### config.mk
export PLATFORM = sky130hd
export DESIGN_NAME = mlc_ctrl
export DESIGN_NICKNAME = d
export VERILOG_FILES = /design/src/hdl/mlc_pkg.sv /design/src/hdl/mlc_ctrl.sv
export SDC_FILE = /design/constraint.sdc
export NUM_CORES = 2
export LEC_CHECK = 0
export BUFFER_PORTS_ARGS = -buffer_cell sky130_fd_sc_hd__buf_2
export CAP_MARGIN = 30
export CORE_UTILIZATION = 50
export CTS_BUF_LIST = sky130_fd_sc_hd__clkbuf_16
export DETAILED_ROUTE_END_ITERATION = 10
export GPL_ROUTABILITY_DRIVEN = 1
export PLACE_DENSITY = 0.72
export RECOVER_POWER = 100
export SYNTH_ARGS = -nofsm -noshare
export SYNTH_HDL_FRONTEND = slang
export SYNTH_SLANG_ARGS = --single-unit
### constraint.sdc
create_clock -name clk -period 119.6 [get_ports clk]
set_clock_uncertainty 0.05 [all_clocks]
set_input_delay 0 -clock clk [delete_from_list [all_inputs] [get_ports clk]]
set_output_delay 0 -clock clk [all_outputs]
set_load 0.02 [all_outputs]
### src/hdl/mlc_pkg.sv
// package: constants, register map and carrier types of the light control
package mlc_pkg;

  // ==========================================================================
  // timing
  localparam int CLK_MHZ  = 100;
  localparam int TICK_MS  = 100;  // unit of every configured time
  localparam int TICK_CYC = TICK_MS * 1000 * CLK_MHZ;
  localparam int TICK_W   = 24;

  // ==========================================================================
  // register indices (byte address = 4 * index)
  localparam int NCFG    = 10;
  localparam int R_CTRL  = 0;
  localparam int R_SETP  = 1;
  localparam int R_HYST  = 2;
  localparam int R_START = 3;
  localparam int R_WAIT  = 4;
  localparam int R_MAIN  = 5;
  localparam int R_CH2   = 6;
  localparam int R_CH3   = 7;
  localparam int R_ONOFF = 8;
  localparam int R_RANGE = 9;
  localparam int R_STAT  = 10;
  localparam int R_MEAS  = 11;

  // ==========================================================================
  // field positions
  localparam int CT_EN   = 0;   // enable control
  localparam int CT_NCH  = 1;   // channels in use, 2 bits, 1..3
  localparam int CT_SU   = 3;   // startup behaviour, 2 bits
  localparam int CT_REL  = 5;   // main phase uses relative dimming, one channel only
  localparam int CT_DECR = 6;   // decreasing offset method
  localparam int CT_LLEN = 7;   // evaluate lower output limit
  localparam int CT_OFF  = 8;   // switch off at switch-off brightness once at the lower limit, needs CT_LLEN
  localparam int HY_SP   = 0;   // setpoint hysteresis, percent
  localparam int HY_ADD  = 8;   // additional switch-off hysteresis
  localparam int SU_FIX  = 0;   // fixed startup value
  localparam int SU_STEP = 8;   // startup dim step code, 3 bits
  localparam int SU_REP  = 16;  // startup repeat, ticks
  localparam int MN_ABS  = 0;   // minimum absolute change
  localparam int MN_REP  = 8;   // minimum repeat time, ticks
  localparam int MN_LL   = 16;  // lower output limit
  localparam int MN_REL  = 24;  // minimum relative step code, 3 bits
  localparam int CH_PCT  = 0;   // percentage
  localparam int CH_SOFF = 8;   // signed start offset
  localparam int CH_SYNC = 16;  // synchronization output of channel 1

  localparam logic [NCFG-1:0][31:0] CFG_MASK = {
    32'h0000ffff, 32'h000000ff, 32'h00ffffff, 32'h00ffffff,
    32'h07ffffff, 32'h0000ffff, 32'h00ff07ff, 32'h0000ffff,
    32'h0000ffff, 32'h000001ff};
  localparam logic [NCFG-1:0][31:0] CFG_RST = {
    32'h00000000, 32'h00000000, 32'h00000064, 32'h00000064,
    32'h00000000, 32'h00000000, 32'h00000000, 32'h00000000,
    32'h00000000, 32'h00000002};

  // ==========================================================================
  // arithmetic constants
  localparam int PCT_FULL = 100;
  localparam int PCT_HALF = 50;
  localparam int OUT_MAX  = 255;
  localparam int LL_MIN   = 1;
  localparam int LL_MAX   = 128;

  // ==========================================================================
  // types
  typedef enum logic [2:0] {
    PH_IDLE, PH_EVAL, PH_SDIM, PH_WAIT, PH_MAIN, PH_OFF
  } mlc_phase_t;
  typedef enum logic [1:0] {
    SU_SWITCH, SU_DIM, SU_FIXED, SU_ADAPT
  } mlc_su_t;
  typedef enum logic [1:0] {TK_SWITCH, TK_DIM, TK_VALUE} mlc_kind_t;

  typedef struct packed {
    logic        valid;
    mlc_kind_t   kind;
    logic [2:0]  chans;
    logic        on;
    logic [3:0]  dim;
    logic [7:0]  v1;
    logic [7:0]  v2;
    logic [7:0]  v3;
  } mlc_tel_t;

  typedef struct packed {
    logic        read;
    logic        write;
    logic [5:0]  address;
    logic [31:0] writedata;
  } mlc_avs_t;

  typedef struct packed {
    logic       on;
    logic [7:0] offat;
    logic [7:0] out;
  } mlc_der_t;

endpackage : mlc_pkg

### src/hdl/mlc_ctrl.sv
// multichannel constant-light controller with avalon register slave
//
// Implementation choices: the Avalon-MM interface to the registers and the register offsets.
`timescale 1ns/10ps
// ============================================================================
module mlc_ctrl #(
  parameter int TICK_CYCLES = mlc_pkg::TICK_CYC
) (
  input  wire logic             clk,
  input  wire logic             nrst,
  input  wire mlc_pkg::mlc_avs_t avs_req,
  output logic                  avs_waitrequest,
  output logic [31:0]           avs_readdata,
  input  wire logic [15:0]      brightness,
  output mlc_pkg::mlc_tel_t     tel
);
  import mlc_pkg::*;

  // ==========================================================================
  // state
  typedef struct packed {
    mlc_phase_t                phase;
    logic                      waitreq;
    logic [31:0]               rdata;
    logic [NCFG-1:0][31:0]     cfg;
    logic [7:0]                c1;
    mlc_der_t                  d2;
    mlc_der_t                  d3;
    logic [TICK_W-1:0]         tick;
    logic [15:0]               timer;
    mlc_tel_t                  tel;
  } mlc_st_t;

  mlc_st_t r_reg;
  mlc_st_t r_next;

  // ==========================================================================
  // derived channel output
  function automatic mlc_der_t derive(
    input logic [7:0]  c1,
    input logic        decr,
    input logic [31:0] cc,
    input logic [7:0]  hy,
    input mlc_der_t    p
  );
    logic [16:0]       pr;
    logic [16:0]       q;
    logic [7:0]        soff;
    logic [7:0]        sm;
    logic [7:0]        sync;
    logic [7:0]        den;
    logic [15:0]       mg;
    logic [7:0]        o;
    logic signed [9:0] raw;
    mlc_der_t          d;
    pr   = '0;
    q    = '0;
    soff = cc[CH_SOFF +: 8];
    sync = cc[CH_SYNC +: 8];
    sm   = soff[7] ? 8'(-soff) : soff;
    den  = 8'(sync - 8'h01);
    mg   = '0;
    o    = '0;
    d    = p;
    if (!decr) begin
      pr  = 17'(c1 * cc[CH_PCT +: 8]) + 17'(PCT_HALF);
      q   = pr / 17'(PCT_FULL);
      raw = (q > 17'(OUT_MAX)) ? 10'sd255 :
            $signed({2'b00, q[7:0]});
    end else if (sync <= c1 || sync < 8'h02) begin
      raw = $signed({2'b00, c1});
    end else begin
      mg  = 16'((sync - c1) * sm) + 16'(den >> 1);
      o   = 8'(mg / 16'(den));
      raw = soff[7] ? $signed({2'b00, c1}) - $signed({2'b00, o})
                    : $signed({2'b00, c1}) + $signed({2'b00, o});
    end
    if (c1 == 8'h00) begin
      d.on = 1'b0;
    end else if (p.on && raw <= 10'sd0) begin
      d.on    = 1'b0;
      d.offat = c1;
    end else if (!p.on && raw > 10'sd0 &&
                 {1'b0, c1} >= {1'b0, p.offat} + {1'b0, hy}) begin
      d.on = 1'b1;
    end
    if (!d.on) d.out = 8'h00;
    else if (raw > 10'sd255) d.out = 8'hff;
    else d.out = raw[7:0];
    return d;
  endfunction : derive

  // ==========================================================================
  // configuration views
  logic [31:0] ctrl;
  logic [15:0] setp;
  logic [7:0]  hy_sp;
  logic [7:0]  hy_add;
  logic [31:0] sreg;
  logic [31:0] mreg;
  logic [1:0]  nch;
  logic        multi;
  mlc_su_t     su;
  logic [7:0]  llim;
  logic [24:0] p_sp;
  logic [24:0] p_off;
  logic [16:0] band;
  logic [16:0] lo;
  logic [16:0] hi;
  logic [17:0] offb;

  assign ctrl   = r_reg.cfg[R_CTRL];
  assign setp   = r_reg.cfg[R_SETP][15:0];
  assign hy_sp  = r_reg.cfg[R_HYST][HY_SP +: 8];
  assign hy_add = r_reg.cfg[R_HYST][HY_ADD +: 8];
  assign sreg   = r_reg.cfg[R_START];
  assign mreg   = r_reg.cfg[R_MAIN];
  assign nch    = ctrl[CT_NCH +: 2];
  assign multi  = nch > 2'd1;
  assign su     = mlc_su_t'(ctrl[CT_SU +: 2]);
  // lower limit forced into its legal span
  assign llim   = (mreg[MN_LL +: 8] < 8'(LL_MIN)) ? 8'(LL_MIN) :
                  (mreg[MN_LL +: 8] > 8'(LL_MAX)) ? 8'(LL_MAX) :
                  mreg[MN_LL +: 8];
  assign p_sp   = 25'(setp * hy_sp);
  assign p_off  = 25'(setp * ({1'b0, hy_sp} + {1'b0, hy_add}));
  assign band   = 17'(p_sp / 25'(PCT_FULL));
  assign lo     = ({1'b0, setp} > band) ? {1'b0, setp} - band : '0;
  assign hi     = {1'b0, setp} + band;
  assign offb   = {2'b00, setp} + 18'(p_off / 25'(PCT_FULL));

  // ==========================================================================
  // next state
  logic              req;
  logic [3:0]        idx;
  logic              tk;
  logic              tmo;
  logic [7:0]        c1n;
  logic              send_val;
  logic [7:0]        astep;
  logic [7:0]        rstep;
  logic [7:0]        step;
  logic [7:0]        floor_v;
  logic [23:0]       adapt;
  logic [15:0]       rng;
  logic [2:0]        chmask;
  mlc_der_t          n2;
  mlc_der_t          n3;

  always_comb begin
    r_next          = r_reg;
    r_next.tel.valid = 1'b0;
    req      = avs_req.read | avs_req.write;
    idx      = avs_req.address[5:2];
    c1n      = r_reg.c1;
    send_val = 1'b0;
    chmask   = multi ? ((nch == 2'd2) ? 3'b011 : 3'b111) : 3'b001;
    astep    = (mreg[MN_ABS +: 8] == 8'h00) ? 8'h01 : mreg[MN_ABS +: 8];
    rstep    = 8'(OUT_MAX) >> (mreg[MN_REL +: 3] - 3'd1);
    step     = (ctrl[CT_REL] && !multi) ? rstep : astep;
    floor_v  = ctrl[CT_LLEN] ? llim : 8'h01;
    rng      = r_reg.cfg[R_RANGE][15:0];
    adapt    = '0;
    // ---- avalon slave: one wait state, write lands when waitrequest low
    r_next.waitreq = !(req && r_reg.waitreq);
    if (req && r_reg.waitreq) begin
      r_next.rdata = 32'h00000000;
      if (avs_req.address[1:0] == 2'b00) begin
        if (int'(idx) < NCFG) r_next.rdata = r_reg.cfg[idx];
        else if (int'(idx) == R_STAT)
          r_next.rdata = {5'h00, r_reg.phase, r_reg.d3.out,
                          r_reg.d2.out, r_reg.c1};
        else if (int'(idx) == R_MEAS) r_next.rdata = {16'h0000, brightness};
      end
    end
    if (avs_req.write && !r_reg.waitreq && avs_req.address[1:0] == 2'b00 &&
        int'(idx) < NCFG)
      r_next.cfg[idx] = avs_req.writedata & CFG_MASK[idx];
    // ---- timebase
    tk          = r_reg.tick == TICK_W'(TICK_CYCLES - 1);
    r_next.tick = tk ? '0 : r_reg.tick + 1'b1;
    if (tk && r_reg.timer != 16'h0000) r_next.timer = r_reg.timer - 1'b1;
    tmo = r_reg.timer == 16'h0000;
    // ---- phase sequencing
    unique case (r_reg.phase)
      PH_IDLE: begin
        if (ctrl[CT_EN]) r_next.phase = PH_EVAL;
      end
      PH_EVAL: begin
        r_next.timer = r_reg.cfg[R_WAIT][15:0];
        r_next.phase = PH_WAIT;
        if (brightness >= setp) begin
          r_next.phase = PH_MAIN;
          r_next.timer = '0;
        end else if (su == SU_SWITCH && !multi) begin
          r_next.tel.valid = 1'b1;
          r_next.tel.kind  = TK_SWITCH;
          r_next.tel.on    = 1'b1;
          r_next.tel.chans = 3'b001;
          c1n = 8'(OUT_MAX);
        end else if (su == SU_DIM && !multi) begin
          r_next.tel.valid = 1'b1;
          r_next.tel.kind  = TK_DIM;
          r_next.tel.dim   = {1'b1, sreg[SU_STEP +: 3]};
          r_next.tel.chans = 3'b001;
          r_next.timer     = 16'(sreg[SU_REP +: 8]);
          r_next.phase     = PH_SDIM;
        end else if (su == SU_ADAPT) begin
          // no range configured: assume full output is needed
          adapt = (rng == 16'h0000) ? 24'(OUT_MAX) :
                  (24'(OUT_MAX) * 24'(setp - brightness) + 24'(rng >> 1))
                  / 24'(rng);
          c1n = (adapt > 24'(OUT_MAX)) ? 8'(OUT_MAX) : adapt[7:0];
          send_val = 1'b1;
        end else begin
          c1n = sreg[SU_FIX +: 8];
          send_val = 1'b1;
        end
      end
      PH_SDIM: begin
        if (brightness >= setp) begin
          r_next.tel.valid = 1'b1;
          r_next.tel.kind  = TK_DIM;
          r_next.tel.dim   = 4'h0;
          r_next.timer     = r_reg.cfg[R_WAIT][15:0];
          r_next.phase     = PH_WAIT;
        end else if (tmo) begin
          r_next.tel.valid = 1'b1;
          r_next.tel.kind  = TK_DIM;
          r_next.tel.dim   = {1'b1, sreg[SU_STEP +: 3]};
          r_next.timer     = 16'(sreg[SU_REP +: 8]);
        end
      end
      PH_WAIT: begin
        if (tmo) r_next.phase = PH_MAIN;
      end
      PH_MAIN: begin
        if (tmo) begin
          if ({1'b0, brightness} < lo && r_reg.c1 != 8'hff) begin
            c1n = (9'(r_reg.c1) + 9'(step) > 9'(OUT_MAX)) ? 8'hff :
                  8'(r_reg.c1 + step);
            send_val = 1'b1;
          end else if ({1'b0, brightness} > hi) begin
            if (ctrl[CT_LLEN] && r_reg.c1 <= llim) begin
              if (ctrl[CT_OFF] && {2'b00, brightness} >= offb) begin
                c1n = 8'h00;
                r_next.phase = PH_OFF;
                if (multi) begin
                  send_val = 1'b1;
                end else begin
                  r_next.tel.valid = 1'b1;
                  r_next.tel.kind  = TK_SWITCH;
                  r_next.tel.on    = 1'b0;
                  r_next.tel.chans = 3'b001;
                end
              end
            end else if (r_reg.c1 > floor_v) begin
              c1n = (r_reg.c1 > 8'(floor_v + step)) ?
                    8'(r_reg.c1 - step) : floor_v;
              send_val = 1'b1;
            end
          end
          if (send_val || r_next.tel.valid)
            r_next.timer = 16'(mreg[MN_REP +: 8]);
        end
      end
      PH_OFF: begin
        if ({1'b0, brightness} < lo) r_next.phase = PH_EVAL;
      end
      default: r_next.phase = PH_IDLE;
    endcase
    // ---- channel derivation and telegram build
    n2 = derive(c1n, ctrl[CT_DECR], r_reg.cfg[R_CH2],
                r_reg.cfg[R_ONOFF][7:0], r_reg.d2);
    n3 = derive(c1n, ctrl[CT_DECR], r_reg.cfg[R_CH3],
                r_reg.cfg[R_ONOFF][7:0], r_reg.d3);
    r_next.c1 = c1n;
    if (send_val) begin
      r_next.d2 = n2;
      r_next.d3 = n3;
      r_next.tel.valid = 1'b1;
      r_next.tel.chans = chmask;
      r_next.tel.v1    = c1n;
      r_next.tel.v2    = chmask[1] ? n2.out : 8'h00;
      r_next.tel.v3    = chmask[2] ? n3.out : 8'h00;
      // relative format only with one channel and in main phase
      if (ctrl[CT_REL] && !multi && r_reg.phase == PH_MAIN &&
          c1n != 8'h00) begin
        r_next.tel.kind = TK_DIM;
        r_next.tel.dim  = {c1n > r_reg.c1, mreg[MN_REL +: 3]};
      end else begin
        r_next.tel.kind = TK_VALUE;
      end
    end
    if (!ctrl[CT_EN]) r_next.phase = PH_IDLE;
  end

  // ==========================================================================
  // registers
  always_ff @(posedge clk) begin
    if (!nrst) begin
      r_reg         <= '0;
      r_reg.phase   <= PH_IDLE;
      r_reg.waitreq <= 1'b1;
      r_reg.cfg     <= CFG_RST;
    end else begin
      r_reg <= r_next;
    end
  end

  assign avs_waitrequest = r_reg.waitreq;
  assign avs_readdata    = r_reg.rdata;
  assign tel             = r_reg.tel;

endmodule : mlc_ctrl

Word level (Yosys, flattened, before mapping)
Memory sizes are Yosys's and may differ from the RTL's.
Index checks and enable logic that the tools add are counted.
- bits in registers: 473
- memory bits (read-only): 512
- input bits: 58
- output and inout bits: 68
- word-level logic and storage cells: 299
- memories kept: 1
- memory list (name ; depth ; bits a word ; rd ports ; clocked after Yosys merged registers in ; wr ports ; RTL line ; source):
    (no name shown) ; 16 ; 32 ; 1 ; 0 ; 0 ; mlc_ctrl.sv:178 ; r_next.cfg[idx] = avs_req.writedata & CFG_MASK[idx];
- add/sub/neg operators: 29
- $mul: 7
- div/mod/pow operators: 7
- magnitude comparators: 31
- equality and inequality tests: 32
- shifts and indexed selects: 1
- mux-type cells: 109
- bitwise operators: 4
- reductions and logical operators: 48
- operator list (kind ; count):
    bitwise mux 320 bit ; 1
    two-way mux 8 bit ; 28
    two-way mux 32 bit ; 5
    binary-select mux 32 bit (select 4 bit) ; 1
    demux 32 bit (select 4 bit) ; 1
    two-way mux 16 bit ; 5
    two-way mux 10 bit ; 6
    one-hot mux 19 bit (3 select lines) ; 1
    adder 8 x 8 -> 9 bit ; 6
    two-way mux 7 bit ; 7
    two-way mux 19 bit ; 2
    subtractor 8 x 8 -> 9 bit ; 4
    adder 16 x 6 -> 17 bit (second input constant) ; 2
    divider 17 x 7 -> 17 bit (second input constant) ; 2
    > comparator 16 x 17 -> 1 bit ; 2
    > comparator 17 x 8 -> 1 bit (second input constant) ; 2
    two-way mux 3 bit ; 11
    adder 16 x 7 -> 16 bit ; 2
    AND 32 bit ; 1
    divider 16 x 8 -> 16 bit ; 2
    logical NOT 16 bit ; 2
    multiplier 8 x 8 -> 16 bit ; 2
    multiplier 9 x 9 -> 16 bit ; 2
    two-way mux 28 bit ; 1
    81 further kinds ; 170

Depth between registers and ports, before layout
- depth in word-level cells: 30
- mapped depth: 534

Worst setup path after synthesis
OpenSTA, ideal clock, no wires.
- path type: flip-flop to flip-flop
- from: reg r_reg[150] (netlist name)
- to: reg r_reg, in the netlist tel[13]
- arrival: 100991 ps
- required time: 119435 ps
- path slack: 18444 ps
- cell stages (with the launch flop): 506
- path buffers: 46
- clock period less this slack: 101156 ps
- cells stage by stage: dfxtp_1 -> clkbuf_1 -> clkbuf_1 -> inv_1 -> fa_1 -> nor2b_1 -> o21ai_0 -> nand2b_1 -> nand2_1 -> nand2_1 -> a21o_1 -> nand2_1 -> nand2_1 -> a21oi_1 -> o21ai_0 -> a21oi_1 -> o21ai_0 -> a21o_1 -> [470 not listed] -> a21o_1 -> a21o_1 -> a21o_1 -> a21o_1 -> a21o_1 -> a211oi_1 -> a21oi_1 -> xnor2_1 -> nand2_1 -> o21ai_0 -> a22o_1 -> nand4b_1 -> nor3_1 -> nand4_1 -> a21oi_2 -> o31ai_4 -> buf_4 -> and2_1
- word-level cells in the longest chain between the ends: 28
- elaborated cells on any way between the ends: 71
- RTL lines (what ; RTL line ; source):
    from (decl) ; mlc_ctrl.sv:34 ; mlc_st_t r_reg;
    from (signal assigned) ; mlc_ctrl.sv:307 ; r_reg <= r_next;
    parallel branches: the longest is 11 deep, another holds multiplier 16 x 9 -> 25 bit ; n/a ;
    one-hot mux 8 bit (2 select lines) (*) ; mlc_ctrl.sv:185 ; unique case (r_reg.phase)
    named net c1n[0] ; mlc_ctrl.sv:138 ; logic [7:0] c1n;
    parallel branches: the longest is 14 deep, another holds adder 16 x 6 -> 17 bit ; n/a ;
    two-way mux 8 bit (*) ; mlc_ctrl.sv:87 ; if (!d.on) d.out = 8'h00;
    two-way mux 8 bit (*) ; mlc_ctrl.sv:284 ; r_next.tel.v2 = chmask[1] ? n2.out : 8'h00;
Mark *: on every way through the listed nets, which the timed path passes. The select of a mux whose other input is x is not followed.
A chain may end at the register's enable or synchronous reset.

Final worst setup path
- from: reg r_reg[150] (netlist name)
- to: reg r_reg[97] (netlist name)
- word-level cells in the longest chain between the ends: 27
- elaborated cells on any way between the ends: 70
- RTL lines (what):
    parallel branches: the longest is 27 deep, another holds multiplier 16 x 9 -> 25 bit
Parallel ways; which one is timed is not known. The select of a mux whose other input is x is not followed.

==> reports/summary.txt <==
Die Ht: 422 um
Most instantiated library cell after synthesis: nand2_1
Synth area leader: ha_1
CTS H-tree lvls: 2
Starting Density: 0.506
Avg Cell Area, Syn: 7.51 um2
Ys async rst share: 0
Vias in the first global route: 84.5k
Via density: 6.32
Routed via count: 88.3k
Synth Area in XOR/XNOR: 0.0656
DRT iter0 DRCs: 7,421
DR WL/cell: 20.4 um
Yosys top cell area share: 0.151
Initial antenna violation count: 14
Critical Path Start Type: register
Core Box Area: 175,000 um2
Worst hold stages: 5
Largest net degree at the start of global routing: 100
Layout area overhead: 4.67%
Worst path max stage delay: 0.71 ns
TritonCTS clock tree: yes
Max FO, Critical Path: 35
YS warnings: 0
Final setup vio count: 0
Remaining antenna violation count: 0
CP max stage cell: dfxtp_1
Root Buffer: clkbuf_16
Post-Route Setup TNS: 0 ns
Routed WL: 285,000 um
Status: finished, violations left
R2R Setup Slk: 8.16 ns
Fin util: 0.529
Clock Sinks: 418
Full die area: 178,000 um2
Crit end category: register
Sequential fraction of the synthesis area: 0.0947
# DRC: 0
Min-Delay Path Class: in2reg
Min Tclk post-route: 111.44 ns
Placed Instance Area: 90,800 um2
Most common flop cell mapped by yosys: dfxtp_1
Slew margin rel.: -1.75
Crit Path Class: reg2reg
Worst min-delay path startpoint: avs_req[8]
CP required: 120.08 ns
Largest family of logic cells by synthesized area: adder cells
Share of layout cells above drive strength 1: 0.0559
Worst R2R Path Depth: 473
Synthesized cell area: 88,400 um2
# placed instances: 13.8k
First-pass GRT wire length: 451,000 um
Ports: 126
EDFF count, synth: 0
Seq cells post-synth: 418
Mux cell area share after synthesis: 0.0393
RSZ-0062 raised after global routing: no
First-pass DRT Iterations: 8
Clock buffer count from CTS: 46
Congestion Overflow GR: 0
WHS Endpoint: hy_add[0]
Layout Cell Area excl Fill: 92,500 um2
Yosys cell types: 154
Period utilisation layout: 0.932
Synth Area in Simple Gates: 0.223
Reg2reg start: r_reg[150]
Port buffer count: 115
Adder-cell share of the synthesized area: 0.261
GRT Total Usage: 0.307
GP Congestion: 0.972
Worst R2R End: r_reg[97]
Failing checks: max-capacitance violations, max-slew violations
Clock latency on the worst-skew pair: 0.60 ns
Max FFs per register: 258
Total of max-cap violations: 13
Final net count: 13.2k
Die X-Extent: 422 um
Fin. Hold Viols: 0
Slew @ Worst Pin: 4.12 ns
HPWL Detailed: 225,000 um
Rows: 153
Compound-Gate Fraction of Synth Area: 0.253
Synth top cells by count: nand2_1, nor2_1, ha_1
Most frequent CP cell: o21a_1
CP Data Arrival Time: 111.91 ns
Worst-path clk slew: 0.06 ns
Post-route insts no fill: 14.0k
Maximum clock path buffer count: 3
Fmax: 0.00897 GHz
Cells after Synth: 11.8k
Top cells by area, synth: ha_1, fa_1, dfxtp_1
Slew Viols, Final: 694
[worst max-delay path by stage]
stage / to / start / cells past startpoint
final: r_reg[97] / r_reg[150] / 473
after global routing: r_reg[88] / r_reg[150] / 491
after CTS: r_reg[89] / r_reg[150] / 485
after detailed placement: r_reg[90] / r_reg[150] / 482
after global placement: r_reg[85] / r_reg[150] / 479
after floorplan: tel[13] / r_reg[150] / 505
[cells in the final DEF (no fill, tap or decap), drive strengths merged, types with 221 or more instances in the layout]
master	Yosys	final
dfxtp	418	418
nor2	1129	1129
nor3	405	405
nand3	249	249
ha	1065	1065
o21a	279	279
o31ai	221	221
inv	890	898
xnor2	421	421
xor2	235	235
a21oi	839	839
fa	477	477
o21ai	538	538
and2	272	272
nand2	1333	1333
[worst max-delay path: cells and delay by family, from the launching register on]
family          cells  cell delay [ns]
xor+xnor            5             1.27
fa+ha+maj          56            19.44
buf+inv            30             6.05
mux                 7             2.13
compound gates    274            60.05
flops               1             0.71
simple gates      101            21.44
[layout make-up]
| type | count | area (um2) |
|---|---|---|
| antenna | 12 | 30.0 |
| timing repair buffer | 297 | 1880 |
| clock buffer | 46 | 1150 |
| clock inverter | 35 | 283 |
| sequential | 418 | 8370 |
| tap | 2325 | 2910 |
| multi-input combinational | 9948 | 74500 |
| fill | 16580 | 82300 |
| inverter | 894 | 3360 |
[cell families after synthesis]
group | after synthesis
multiplexers | 267
AND/OR/NAND/NOR | 4191
XOR/XNOR | 658
AO/OA/AOI/OAI | 3268
adder cells (fa/ha/maj) | 1559
flip-flops | 418
other | 1
buffers and inverters | 1400
[what timing repair did]
| action | 4_1_cts | 5_1_grt |
|---|---|---|
| endpoints found under the hold margin | 143 | 0 |
| gates resized for setup | 0 | 11 |
| setup buffers | 0 | 8 |
| endpoints found under the setup margin | 0 | 50 |
| hold buffers | 24 | 0 |
[per-stage QoR]
step / hold slack [ns] / setup WS [ns]
5_1_grt: 0.115 / 0.000824
2_1_floorplan: 0.0860 / 18.44
3_3_place_gp: 0.206 / 10.02
4_1_cts: 0.0458 / 7.99
6_report: 0.105 / 8.16
3_5_place_dp: 0.217 / 8.60
[layer usage]
layer / track usage / up-vias / part of all wire
met1: 0.392 / 42159 / 0.42
met3: 0.0412 / 755 / 0.074
met4: 0.173 / 4 / 0.064
met5: 0 / - / 0.00012
li1: - / 41805 / -
met2: 0.496 / 3537 / 0.45
Power is left out: the tool's default activity adds up to more than one toggle a clock period on the data nets, which glitch-free logic cannot reach.
